File: config.mk
export PLATFORM = sky130hd
export DESIGN_NAME = mlso_top
export DESIGN_NICKNAME = d
export VERILOG_FILES = /design/src/mlso_pkg.sv /design/src/mlso_top.sv
export VERILOG_INCLUDE_DIRS = /design/src
export SDC_FILE = /design/constraint.sdc
export NUM_CORES = 2
export LEC_CHECK = 0
export BUFFER_PORTS_ARGS = -buffer_cell sky130_fd_sc_hd__buf_2
export CORE_MARGIN = 3
export CORE_UTILIZATION = 60
export DETAILED_ROUTE_END_ITERATION = 16
export GPL_TIMING_DRIVEN = 0
export PLACE_DENSITY = 0.77
export SLEW_MARGIN = 25
export SYNTH_ARGS = -nofsm -noshare
export SYNTH_HDL_FRONTEND = slang
export SYNTH_SLANG_ARGS = --single-unit
File: constraint.sdc
create_clock -name pclk -period 21.1 [get_ports pclk]
set_input_delay 1.055 -clock pclk [delete_from_list [all_inputs] [get_ports pclk]]
set_output_delay 1.055 -clock pclk [all_outputs]
set_load 0.05 [all_outputs]
File: src/mlso_cfg.svh
`ifndef MLSO_CFG_SVH
`define MLSO_CFG_SVH
`define MLSO_A_CTRL   8'h00
`define MLSO_A_WGT    8'h04
`define MLSO_A_ULT    8'h08
`define MLSO_A_PICK   8'h0C
`define MLSO_A_DROP   8'h10
`define MLSO_A_PDLY   8'h14
`define MLSO_A_DDLY   8'h18
`define MLSO_A_HLIM   8'h1C
`define MLSO_A_TLVL   8'h20
`define MLSO_A_STAT   8'h24
`define MLSO_A_MASK   8'h28
`define MLSO_A_LIVE   8'h2C
`define MLSO_A_HEAT   8'h30
`define MLSO_B_SHEDEN 0
`define MLSO_B_CHAN   4:1
`define MLSO_E_SHED   0
`define MLSO_E_REL    1
`define MLSO_E_TRIP   2
`define MLSO_E_FALLB  3
`define MLSO_R_CTRL   5'h00
`define MLSO_R_WGT    8'h60
`define MLSO_R_ULT    16'h0100
`define MLSO_R_PICK   16'h00E0
`define MLSO_R_DROP   16'h00C0
`define MLSO_R_PDLY   16'h000A
`define MLSO_R_DDLY   16'h000A
`define MLSO_R_HLIM   32'h0010_0000
`define MLSO_R_TLVL   8'h64
`define MLSO_WGT_FRAC 4
`define MLSO_COOL_SH  4
`endif

File: src/mlso_pkg.sv
`default_nettype none
package mlso_pkg;
  typedef enum logic [1:0] {SH_IDLE, SH_PICKUP, SH_SHED, SH_DROPOUT} mlso_shed_t;
  typedef struct packed {
    logic        pready;
    logic        pslverr;
    logic [31:0] prdata;
    logic [4:0]  ctrl;
    logic [7:0]  wgt;
    logic [15:0] ult;
    logic [15:0] pick;
    logic [15:0] drop;
    logic [15:0] pdly;
    logic [15:0] ddly;
    logic [31:0] hlim;
    logic [7:0]  tlvl;
    logic [3:0]  stat;
    logic [3:0]  mask;
    logic        irq;
    mlso_shed_t  sh;
    logic [15:0] cnt;
    logic        shed;
    logic        trip;
    logic        temp_mode;
    logic        above;
    logic [36:0] ieff;
    logic [39:0] acc;
  } mlso_state_t;
endpackage : mlso_pkg
`default_nettype wire

File: src/mlso_top.sv
// How it works
// - heating squared = pos-seq squared plus weight times neg-seq squared.
// - ultimate trip level, multiple of full load current, bounds heating.
// - above the level heat accumulates while the motor runs; trip only when accumulator hits limit.
// - valid stator temperature below its level withholds heating.
// - lost sensors, module or link fall back to level-only calculation.
// - all temperature channels off means level-only calculation.
// - load shed acts only when enabled, after current exceeds pickup past delay.
// - shed output holds until current drops below the dropout threshold.
// - below dropout, dropout delay must elapse before release.
// - load shed is evaluated only while the motor runs.
`timescale 1ns/1ps
`default_nettype none
`include "mlso_cfg.svh"
module mlso_top
  import mlso_pkg::*;
(
  input  wire logic        pclk,
  input  wire logic        presetn,
  input  wire logic        psel,
  input  wire logic        penable,
  input  wire logic        pwrite,
  input  wire logic [7:0]  paddr,
  input  wire logic [31:0] pwdata,
  output logic [31:0]      prdata,
  output logic             pready,
  output logic             pslverr,
  input  wire logic        tick,
  input  wire logic [15:0] i_pos,
  input  wire logic [15:0] i_neg,
  input  wire logic        motor_running,
  input  wire logic        temp_valid,
  input  wire logic        temp_link_ok,
  input  wire logic [7:0]  temp_stator,
  output logic             load_shed_contact,
  output logic             overload_trip,
  output logic             temp_mode,
  output logic             irq
);
  mlso_state_t q;
  mlso_state_t next_q;

  logic [31:0] pos_sq;
  logic [31:0] neg_sq;
  logic [39:0] neg_w;
  logic [36:0] ieff_sq;
  logic [31:0] ult_sq;
  logic        heat_ok;
  logic [39:0] acc_inc;
  logic        wr;
  logic        rd;
  logic [3:0]  ev;
  logic [31:0] rdata;
  logic        hit;

  assign pos_sq  = i_pos * i_pos;
  assign neg_sq  = i_neg * i_neg;
  assign neg_w   = neg_sq * q.wgt;
  // weight carries four fraction bits
  assign ieff_sq = {5'h00, pos_sq} + {1'b0, neg_w[39:`MLSO_WGT_FRAC]};
  assign ult_sq  = q.ult * q.ult;
  // a cold stator soaks up heat, so no accumulation below its level
  assign heat_ok = !q.temp_mode || (temp_stator >= q.tlvl);
  assign acc_inc = {3'h0, q.ieff} - {8'h00, ult_sq};
  assign wr      = psel && penable && q.pready && pwrite;
  assign rd      = psel && penable && q.pready && !pwrite;

  always_comb begin
    hit = 1'b1;
    rdata = 32'h0000_0000;
    unique case (paddr)
      `MLSO_A_CTRL: rdata = {27'h0, q.ctrl};
      `MLSO_A_WGT:  rdata = {24'h0, q.wgt};
      `MLSO_A_ULT:  rdata = {16'h0, q.ult};
      `MLSO_A_PICK: rdata = {16'h0, q.pick};
      `MLSO_A_DROP: rdata = {16'h0, q.drop};
      `MLSO_A_PDLY: rdata = {16'h0, q.pdly};
      `MLSO_A_DDLY: rdata = {16'h0, q.ddly};
      `MLSO_A_HLIM: rdata = q.hlim;
      `MLSO_A_TLVL: rdata = {24'h0, q.tlvl};
      `MLSO_A_STAT: rdata = {28'h0, q.stat};
      `MLSO_A_MASK: rdata = {28'h0, q.mask};
      `MLSO_A_LIVE: rdata = {26'h0, q.sh, q.above, q.temp_mode, q.trip, q.shed};
      `MLSO_A_HEAT: rdata = q.acc[39:8];
      default:      hit = 1'b0;
    endcase
  end

  always_comb begin
    next_q = q;
    ev = 4'h0;
    // no wait state: answer stands in the first access cycle
    next_q.pready = psel && !penable;
    next_q.pslverr = psel && !penable && !hit;
    if (psel && !penable) begin
      next_q.prdata = hit && !pwrite ? rdata : 32'h0000_0000;
    end
    if (wr) begin
      unique case (paddr)
        `MLSO_A_CTRL: next_q.ctrl = pwdata[4:0];
        `MLSO_A_WGT:  next_q.wgt = pwdata[7:0];
        `MLSO_A_ULT:  next_q.ult = pwdata[15:0];
        `MLSO_A_PICK: next_q.pick = pwdata[15:0];
        `MLSO_A_DROP: next_q.drop = pwdata[15:0];
        `MLSO_A_PDLY: next_q.pdly = pwdata[15:0];
        `MLSO_A_DDLY: next_q.ddly = pwdata[15:0];
        `MLSO_A_HLIM: next_q.hlim = pwdata;
        `MLSO_A_TLVL: next_q.tlvl = pwdata[7:0];
        `MLSO_A_MASK: next_q.mask = pwdata[3:0];
        default: ;
      endcase
    end

    next_q.ieff = ieff_sq;
    next_q.above = q.ieff > {5'h00, ult_sq};
    next_q.temp_mode = (q.ctrl[`MLSO_B_CHAN] != 4'h0) && temp_valid && temp_link_ok;
    if (q.temp_mode && !next_q.temp_mode) begin
      ev[`MLSO_E_FALLB] = 1'b1;
    end

    // gradual heating model: no instant trip on crossing the level
    if (tick) begin
      // direct compare: the registered flag lags a falling current, and the
      // increment would then wrap into a false saturation
      if (motor_running && (q.ieff > {5'h00, ult_sq}) && heat_ok) begin
        next_q.acc = (q.acc + acc_inc < q.acc) ? 40'hFF_FFFF_FFFF : q.acc + acc_inc;
      end else begin
        next_q.acc = q.acc - (q.acc >> `MLSO_COOL_SH);
      end
    end
    next_q.trip = next_q.acc[39:8] >= q.hlim;
    if (next_q.trip && !q.trip) begin
      ev[`MLSO_E_TRIP] = 1'b1;
    end

    if (!motor_running || !q.ctrl[`MLSO_B_SHEDEN]) begin
      next_q.sh = SH_IDLE;
      next_q.cnt = 16'h0000;
    end else begin
      unique case (q.sh)
        SH_IDLE: begin
          next_q.cnt = 16'h0000;
          if (i_pos > q.pick) begin
            next_q.sh = SH_PICKUP;
          end
        end
        SH_PICKUP: begin
          if (i_pos <= q.pick) begin
            next_q.sh = SH_IDLE;
            next_q.cnt = 16'h0000;
          end else if (q.cnt >= q.pdly) begin
            next_q.sh = SH_SHED;
            next_q.cnt = 16'h0000;
          end else if (tick) begin
            next_q.cnt = q.cnt + 16'h0001;
          end
        end
        SH_SHED: begin
          next_q.cnt = 16'h0000;
          if (i_pos < q.drop) begin
            next_q.sh = SH_DROPOUT;
          end
        end
        SH_DROPOUT: begin
          if (i_pos >= q.drop) begin
            next_q.sh = SH_SHED;
            next_q.cnt = 16'h0000;
          end else if (q.cnt >= q.ddly) begin
            next_q.sh = SH_IDLE;
            next_q.cnt = 16'h0000;
          end else if (tick) begin
            next_q.cnt = q.cnt + 16'h0001;
          end
        end
      endcase
    end
    next_q.shed = (next_q.sh == SH_SHED) || (next_q.sh == SH_DROPOUT);
    ev[`MLSO_E_SHED] = next_q.shed && !q.shed;
    ev[`MLSO_E_REL] = !next_q.shed && q.shed;

    // a new event in the clearing read cycle survives
    next_q.stat = ((rd && paddr == `MLSO_A_STAT) ? 4'h0 : q.stat) | ev;
    next_q.irq = |(next_q.stat & q.mask);
  end

  always_ff @(posedge pclk or negedge presetn) begin
    if (!presetn) begin
      q <= '{pready: 1'b0, pslverr: 1'b0, prdata: 32'h0000_0000,
             ctrl: `MLSO_R_CTRL, wgt: `MLSO_R_WGT, ult: `MLSO_R_ULT,
             pick: `MLSO_R_PICK, drop: `MLSO_R_DROP, pdly: `MLSO_R_PDLY,
             ddly: `MLSO_R_DDLY, hlim: `MLSO_R_HLIM, tlvl: `MLSO_R_TLVL,
             stat: 4'h0, mask: 4'h0, irq: 1'b0, sh: SH_IDLE, cnt: 16'h0000,
             shed: 1'b0, trip: 1'b0, temp_mode: 1'b0, above: 1'b0,
             ieff: 37'h0, acc: 40'h0};
    end else begin
      q <= next_q;
    end
  end

  assign prdata            = q.prdata;
  assign pready            = q.pready;
  assign pslverr           = q.pslverr;
  assign load_shed_contact = q.shed;
  assign overload_trip     = q.trip;
  assign temp_mode         = q.temp_mode;
  assign irq               = q.irq;
endmodule : mlso_top
`default_nettype wire

## After elaboration in Yosys (flattened, before gate mapping)

Index checks and enable logic that the tools add are counted.

- Magnitude comparators: 10
- Mux-type cells: 20
- Bitwise operators: 2
- Equal/unequal tests: 17
- Multiply operators: 4
- Reductions and logical operators: 44
- Add/sub/neg operators: 5

Operators with widths:

| kind | count |
|---|---|
| case mux 32 bit (13 select lines) | 1 |
| two-way mux 40 bit | 3 |
| multiplier 16 x 16 -> 32 bit | 3 |
| case mux 18 bit (4 select lines) | 1 |
| two-way mux 18 bit | 3 |
| greater-or-equal comparator 16 bit | 3 |
| two-way mux 16 bit | 3 |
| adder 40 bit | 1 |
| == test 8 x 6 -> 1 bit (second input constant) | 5 |
| less-than comparator 40 bit | 1 |
| multiplier 32 x 8 -> 40 bit | 1 |
| subtractor 40 x 36 -> 40 bit | 1 |
| subtractor 37 x 32 -> 38 bit | 1 |
| adder 32 x 36 -> 37 bit | 1 |
| greater-than comparator 37 x 32 -> 1 bit | 1 |
| == test 8 x 5 -> 1 bit (second input constant) | 4 |
| greater-or-equal comparator 32 bit | 1 |
| two-way mux 32 bit | 1 |
| AND reduction 2 bit | 10 |
| adder 16 x 1 -> 16 bit (second input constant) | 1 |
| == test 8 x 4 -> 1 bit (second input constant) | 2 |
| greater-than comparator 16 bit | 1 |
| <= comparator 16 bit | 1 |
| logical AND 1 bit | 16 |
| 17 further kinds | 36 |

- Bits in registers: 275
- Output and inout port bits: 38
- Logic and storage cells: 126

## Longest topological paths before layout

- Word-level depth: 13
- Gate-level depth with buffers: 70

## Worst setup path before layout

No wires, ideal clock.

- Kind: input to register
- Start: input port i_neg[3]
- End: register q[74] (netlist bit)
- Stages on the path: 53
- Data required time: 20.955 ns
- Path slack: 7.366 ns
- Buffers on the path: 1
- Setup time: 0.145 ns
- Arrival: 13.589 ns
- Cell sequence: clkbuf_1 -> clkinv_1 -> nor2_1 -> fa_1 -> fa_1 -> fa_1 -> fa_1 -> inv_1 -> fa_1 -> fa_1 -> inv_1 -> ha_1 -> a21o_1 -> a21o_1 -> a21oi_1 -> o21ai_0 -> a21o_1 -> nand2_1 -> [... 17 more ...] -> ha_1 -> inv_1 -> fa_1 -> fa_1 -> inv_1 -> fa_1 -> ha_1 -> nand2_1 -> a21oi_1 -> a211oi_1 -> a31o_2 -> a211oi_1 -> a311oi_1 -> nor4b_1 -> o21ai_0 -> a21boi_0 -> o41ai_1 -> xor2_1

- Longest elaborated chain between the ends: 3

Ends and longest elaborated chain:

| what | line | text |
|---|---|---|
| start, declared | mlso_top.sv:30 | `input wire logic [15:0] i_neg,` |
| multiplier 16 x 16 -> 32 bit | mlso_top.sv:57 | `assign neg_sq = i_neg * i_neg;` |
| multiplier 32 x 8 -> 40 bit | mlso_top.sv:58 | `assign neg_w = neg_sq * q.wgt;` |
| adder 32 x 36 -> 37 bit | mlso_top.sv:60 | `` assign ieff_sq = {5'h00, pos_sq} + {1'b0, neg_w[39:`MLSO_WGT_FRAC]}; `` |
| named net ieff_sq[34] | mlso_top.sv:46 | `logic [36:0] ieff_sq;` |
| end signal, assigned | mlso_top.sv:188 | `q <= '{pready: 1'b0, pslverr: 1'b0, prdata: 32'h0000_0000,` |
| end signal, assigned | mlso_top.sv:196 | `q <= next_q;` |
| end, declared | mlso_top.sv:40 | `mlso_state_t q;` |

The timed path passes the listed nets, and every way through them passes these cells.
A chain may end at the register's enable or synchronous reset.

==> reports/results.txt <==
Counting flops and latches in the post-synthesis netlist gives 275. The tools report the deepest clock path buffer count as 3. The number of CTS-inserted buffers is 29. Of all flip-flops after synthesis, the portion carrying an async set or reset was 100%. The tools report the total wire length after detailed routing as 141000 µm. Clock skew on the completed layout was measured at 0.0152 ns. The fraction of layout cells with a size suffix above 1 came out at 7.31%. The tree is rooted in a sky130_fd_sc_hd__clkbuf_16. The flow ran to the end, and the final reports show no timing, DRC or antenna violations.

For this design the top-level I/O count stands at 127. For this run, the register share of the synthesized area comes to 13.8%. For this run, the slowest stage of the critical path takes 0.63 ns. Setup repair after global routing left no endpoint under its margin. The run gives 226000 µm as the first-pass GRT wire length. In this run the horizontal extent of the chip is 295 µm. The remaining global-route overflow is 0. Number of antenna violations at the first check in global routing: 5. After detailed routing, the number of remaining DRC violations is 0. After the flow finishes, the layout carries non-filler instances totaling 6722.

Internal power: 3520 µW. The clock drives 275 sinks. For the pin with the worst max-slew slack, the measured transition is 1.09 ns.

The final critical path takes up 77.1% of the cycle. The run gives 7035 as the count of nets after finishing. Busiest layer in global routing: met2. The layout overhead on the synthesized area is 6.15%, and the average routed wire per standard cell is 21.0 µm.

In this run, post-CTS hold repair placed 0 buffers. For this run, the number of Yosys warnings is 0. The power share of the sequential group is 9.1%. For the total number of H-tree levels, the log shows 1.

The logs give 0.57 ns for the clock latency on the worst-skew pair and 61.5 MHz for the maximum achievable frequency. After clock tree synthesis, the clock-pin slew on the worst setup and hold paths is 0.06 ns. The run gives 0.995 as the final weighted congestion in routability-driven placement. The area of the core was 82400 µm². The type of the worst setup path was flop to flop. In this run the worst path has a maximum fanout of 10.

The tools report the critical path launch point type as a flop. Counting every net in the synthesized netlist gives 6880. Leaving out fill and tap cells, the most frequent cell in the layout is sky130_fd_sc_hd__inv_1. For this configuration, the core starts out at a cell density of 60.7%. The first TritonRoute pass finished after 6 iterations. The nature of the critical path endpoint is a flop. In the layout the commonest cells are sky130_fd_sc_hd__inv_1, sky130_fd_sc_hd__fa_1, sky130_fd_sc_hd__ha_1.

In the global route stage, overall resource usage came out at 33.4%. From bottom edge to top edge, the die measures 295 µm. The logs give 0 for the post-cts gate resize count and 42200 for the number of global-route vias before repair. Among the stages of the critical path, the cell type that occurs most often is sky130_fd_sc_hd__a21o_1. The count of flip-flops with a built-in enable after synthesis works out to 0. Slowest cell on the critical path: sky130_fd_sc_hd__clkbuf_1. Number of hold violations in the final report: 0. In this run, distinct cell masters in the synthesized netlist total 83.

The number of I/O port buffers is 121, and the tightest slew margin relative to the limit is 27.3%. For this block, the initial DRC count from the detailed router was 3532. Entering global routing, the biggest net connects 74 pins. The ratio of total power to cell area is 155 nW/µm².

Global routing consumed, on the met3 layer, 4.19% of the routing resources. TritonCTS built the clock tree. IR analysis of the VDD net gives a maximum drop of 350 µV. The mean instance size in the synthesized netlist is 9.14 µm², and the routed via count divided by cell count is 5.96. The via count of the routed design is 40000, and the required time at the worst-slack endpoint is 21.52 ns. Setup violations remaining at the end of the flow were counted as 0.

The logs give 0.0273 µW for the leakage component of the power and 16.69 ns for the critical path data arrival time. The number of slew-limit violations in the final report was 0; the number of standard-cell rows in the floorplan was 105. The tool flagged a number of max-cap violations equal to 0. Path class of the lowest-slack min-delay path: input pin to async pin. The count of nets left with antenna violations after detail routing is 0, and the number of post-CTS setup repair buffers is 0. The met2 demand-to-capacity share in global routing was 55.7%. The combinational share of power is 84.1%. The total negative slack came out at 0 ns. The cell count after synthesis was 5474; the fraction of power spent switching nets was 57.2%. Including well taps, the total number of placed cells is 6668.

The run gives 6.8% as the relative contribution of the clock network to total power. Netlist area before placement: 50000 µm². The routed design could run at a clock period as short as 16.27 ns.

For the estimated wirelength of the detail-placed design, the log shows 119000 µm. The met1 track demand over resource in global routing was 43.6%. In this run the power spent charging and discharging nets is 4710 µW.

The die covers 86900 µm². Most used flip-flop cell after synthesis: sky130_fd_sc_hd__dfrtp_1.
==> logic make-up after synthesis <==
kind of cell / count (synthesis) / synth area share [%]
other: 1 / 0.00750
adders and majority gates: 1317 / 43.4
xor gates and xnor gates: 251 / 4.39
buffers and inverters: 1233 / 9.53
and+or+nand+nor: 1294 / 12.8
muxes: 146 / 3.27
AOI/OAI and AO/OA: 957 / 12.8
DFF: 275 / 13.8
==> sequential cells by signal (all words and copies together) (netlist names) <==
register,flops
q,237
prdata,32
irq,1
load_shed_contact,1
overload_trip,1
pready,1
pslverr,1
temp_mode,1
==> stage by stage <==
step | utilization [%] | instance area (µm²) | worst slack [ns] | power [µW] | hold slack [ns]
floorplan | - | 50000 | 7.37 | 5620 | 0.447
global placement | 63.1 | 52000 | 5.15 | 7370 | 0.465
detailed placement | 63.2 | 52100 | 5.13 | 7500 | 0.472
CTS | 64.5 | 53100 | 5.07 | 8110 | 0.447
global route | 64.5 | 53100 | 4.09 | 9040 | 0.473
finish | 64.5 | 53100 | 4.83 | 8230 | 0.434
==> routing by layer <==
metal  vias to the layer above  share of wire [%]  wire [µm]
met3                       398                8.1      11500
met2                      1735                 47      66300
li1                      18100                  -          -
met1                     19800                 40      55900
met5                         -              0.014         20
met4                         2                5.5       7800
==> Yosys cell counts (all sizes together) (8+ instances only) <==
master	n	share of area [%]
inv	1059	7.9
fa	696	28
ha	621	16
nand2	415	3.1
and2	288	3.6
dfrtp	259	13
a21oi	249	2.5
nor2	236	1.8
o21ai	167	1.7
a21o	165	2.5
xnor2	164	2.9
mux2	141	3.2
clkbuf	125	0.94
xor2	87	1.5
nand3	67	0.67
a22oi	59	0.89
nand2b	55	0.69
nor2b	52	0.65
nand4	50	0.63
buf	47	0.63
nor3	43	0.43
o21bai	39	0.59
o21a	35	0.54
and3	32	0.40
o221ai	28	0.49
a22o	21	0.37
a211oi	19	0.30
a222oi	18	0.36
a31oi	18	0.23
or2	18	0.23
dfstp	16	0.84
a211o	14	0.25
o31ai	13	0.21
o211ai	12	0.18
or3	11	0.14
a31o	10	0.18
a221oi	9	0.17
a2111oi	8	0.15
nor4	8	0.11
o211a	8	0.16
==> power groups by stage <==
stage                     Combinational, µW  Clock [µW]  Sequential (µW)
after floorplan                        4940           0              682
after global routing                   7710         580              750
after detailed placement               6750           0              750
final                                  6930         556              750
after CTS                              6810         560              742
after global placement                 6620           0              750
==> critical path, delay by kind of cell, from the launching register on <==
family / cells / cell delay [ns]
AO/OA/AOI/OAI: 33 / 7.06
multiplexers: 1 / 0.16
adder cells (fa/ha/maj): 11 / 4.61
flip-flops: 1 / 0.37
AND/OR/NAND/NOR: 9 / 1.38
XOR/XNOR: 3 / 0.83
buffers and inverters: 5 / 1.70
==> final cells by class <==
class                           instances  area, µm²
Antenna cell                            1       2.50
Buffer                                172        782
Clock buffer                           36        802
Clock inverter                         17        234
Fill cell                            6854      29300
Inverter                             1061       3980
Multi-Input combinational cell       3966      38400
Sequential cell                       275       6900
Tap cell                             1070       1340
Timing Repair Buffer                  124        698
==> path summary, 6_finish.rpt <==
kind	from	endpoint	slack, ns	cells past startpoint
hold reg to reg	prdata[3]$_DFFE_PN0P_	prdata[3]$_DFFE_PN0P_	0.49	2
setup / recovery	q[216]$_DFFE_PN0P_	irq$_DFF_PN0_	4.83	62
setup reg to reg	q[216]$_DFFE_PN0P_	irq$_DFF_PN0_	4.83	62
hold / removal	presetn	q[83]$_DFF_PN0_	0.43	1
max in group asynchronous	presetn	q[220]$_DFFE_PN1P_	19.89	2
min in group pclk	prdata[3]$_DFFE_PN0P_	prdata[3]$_DFFE_PN0P_	0.49	2
(Power assumes the default switching activity.)
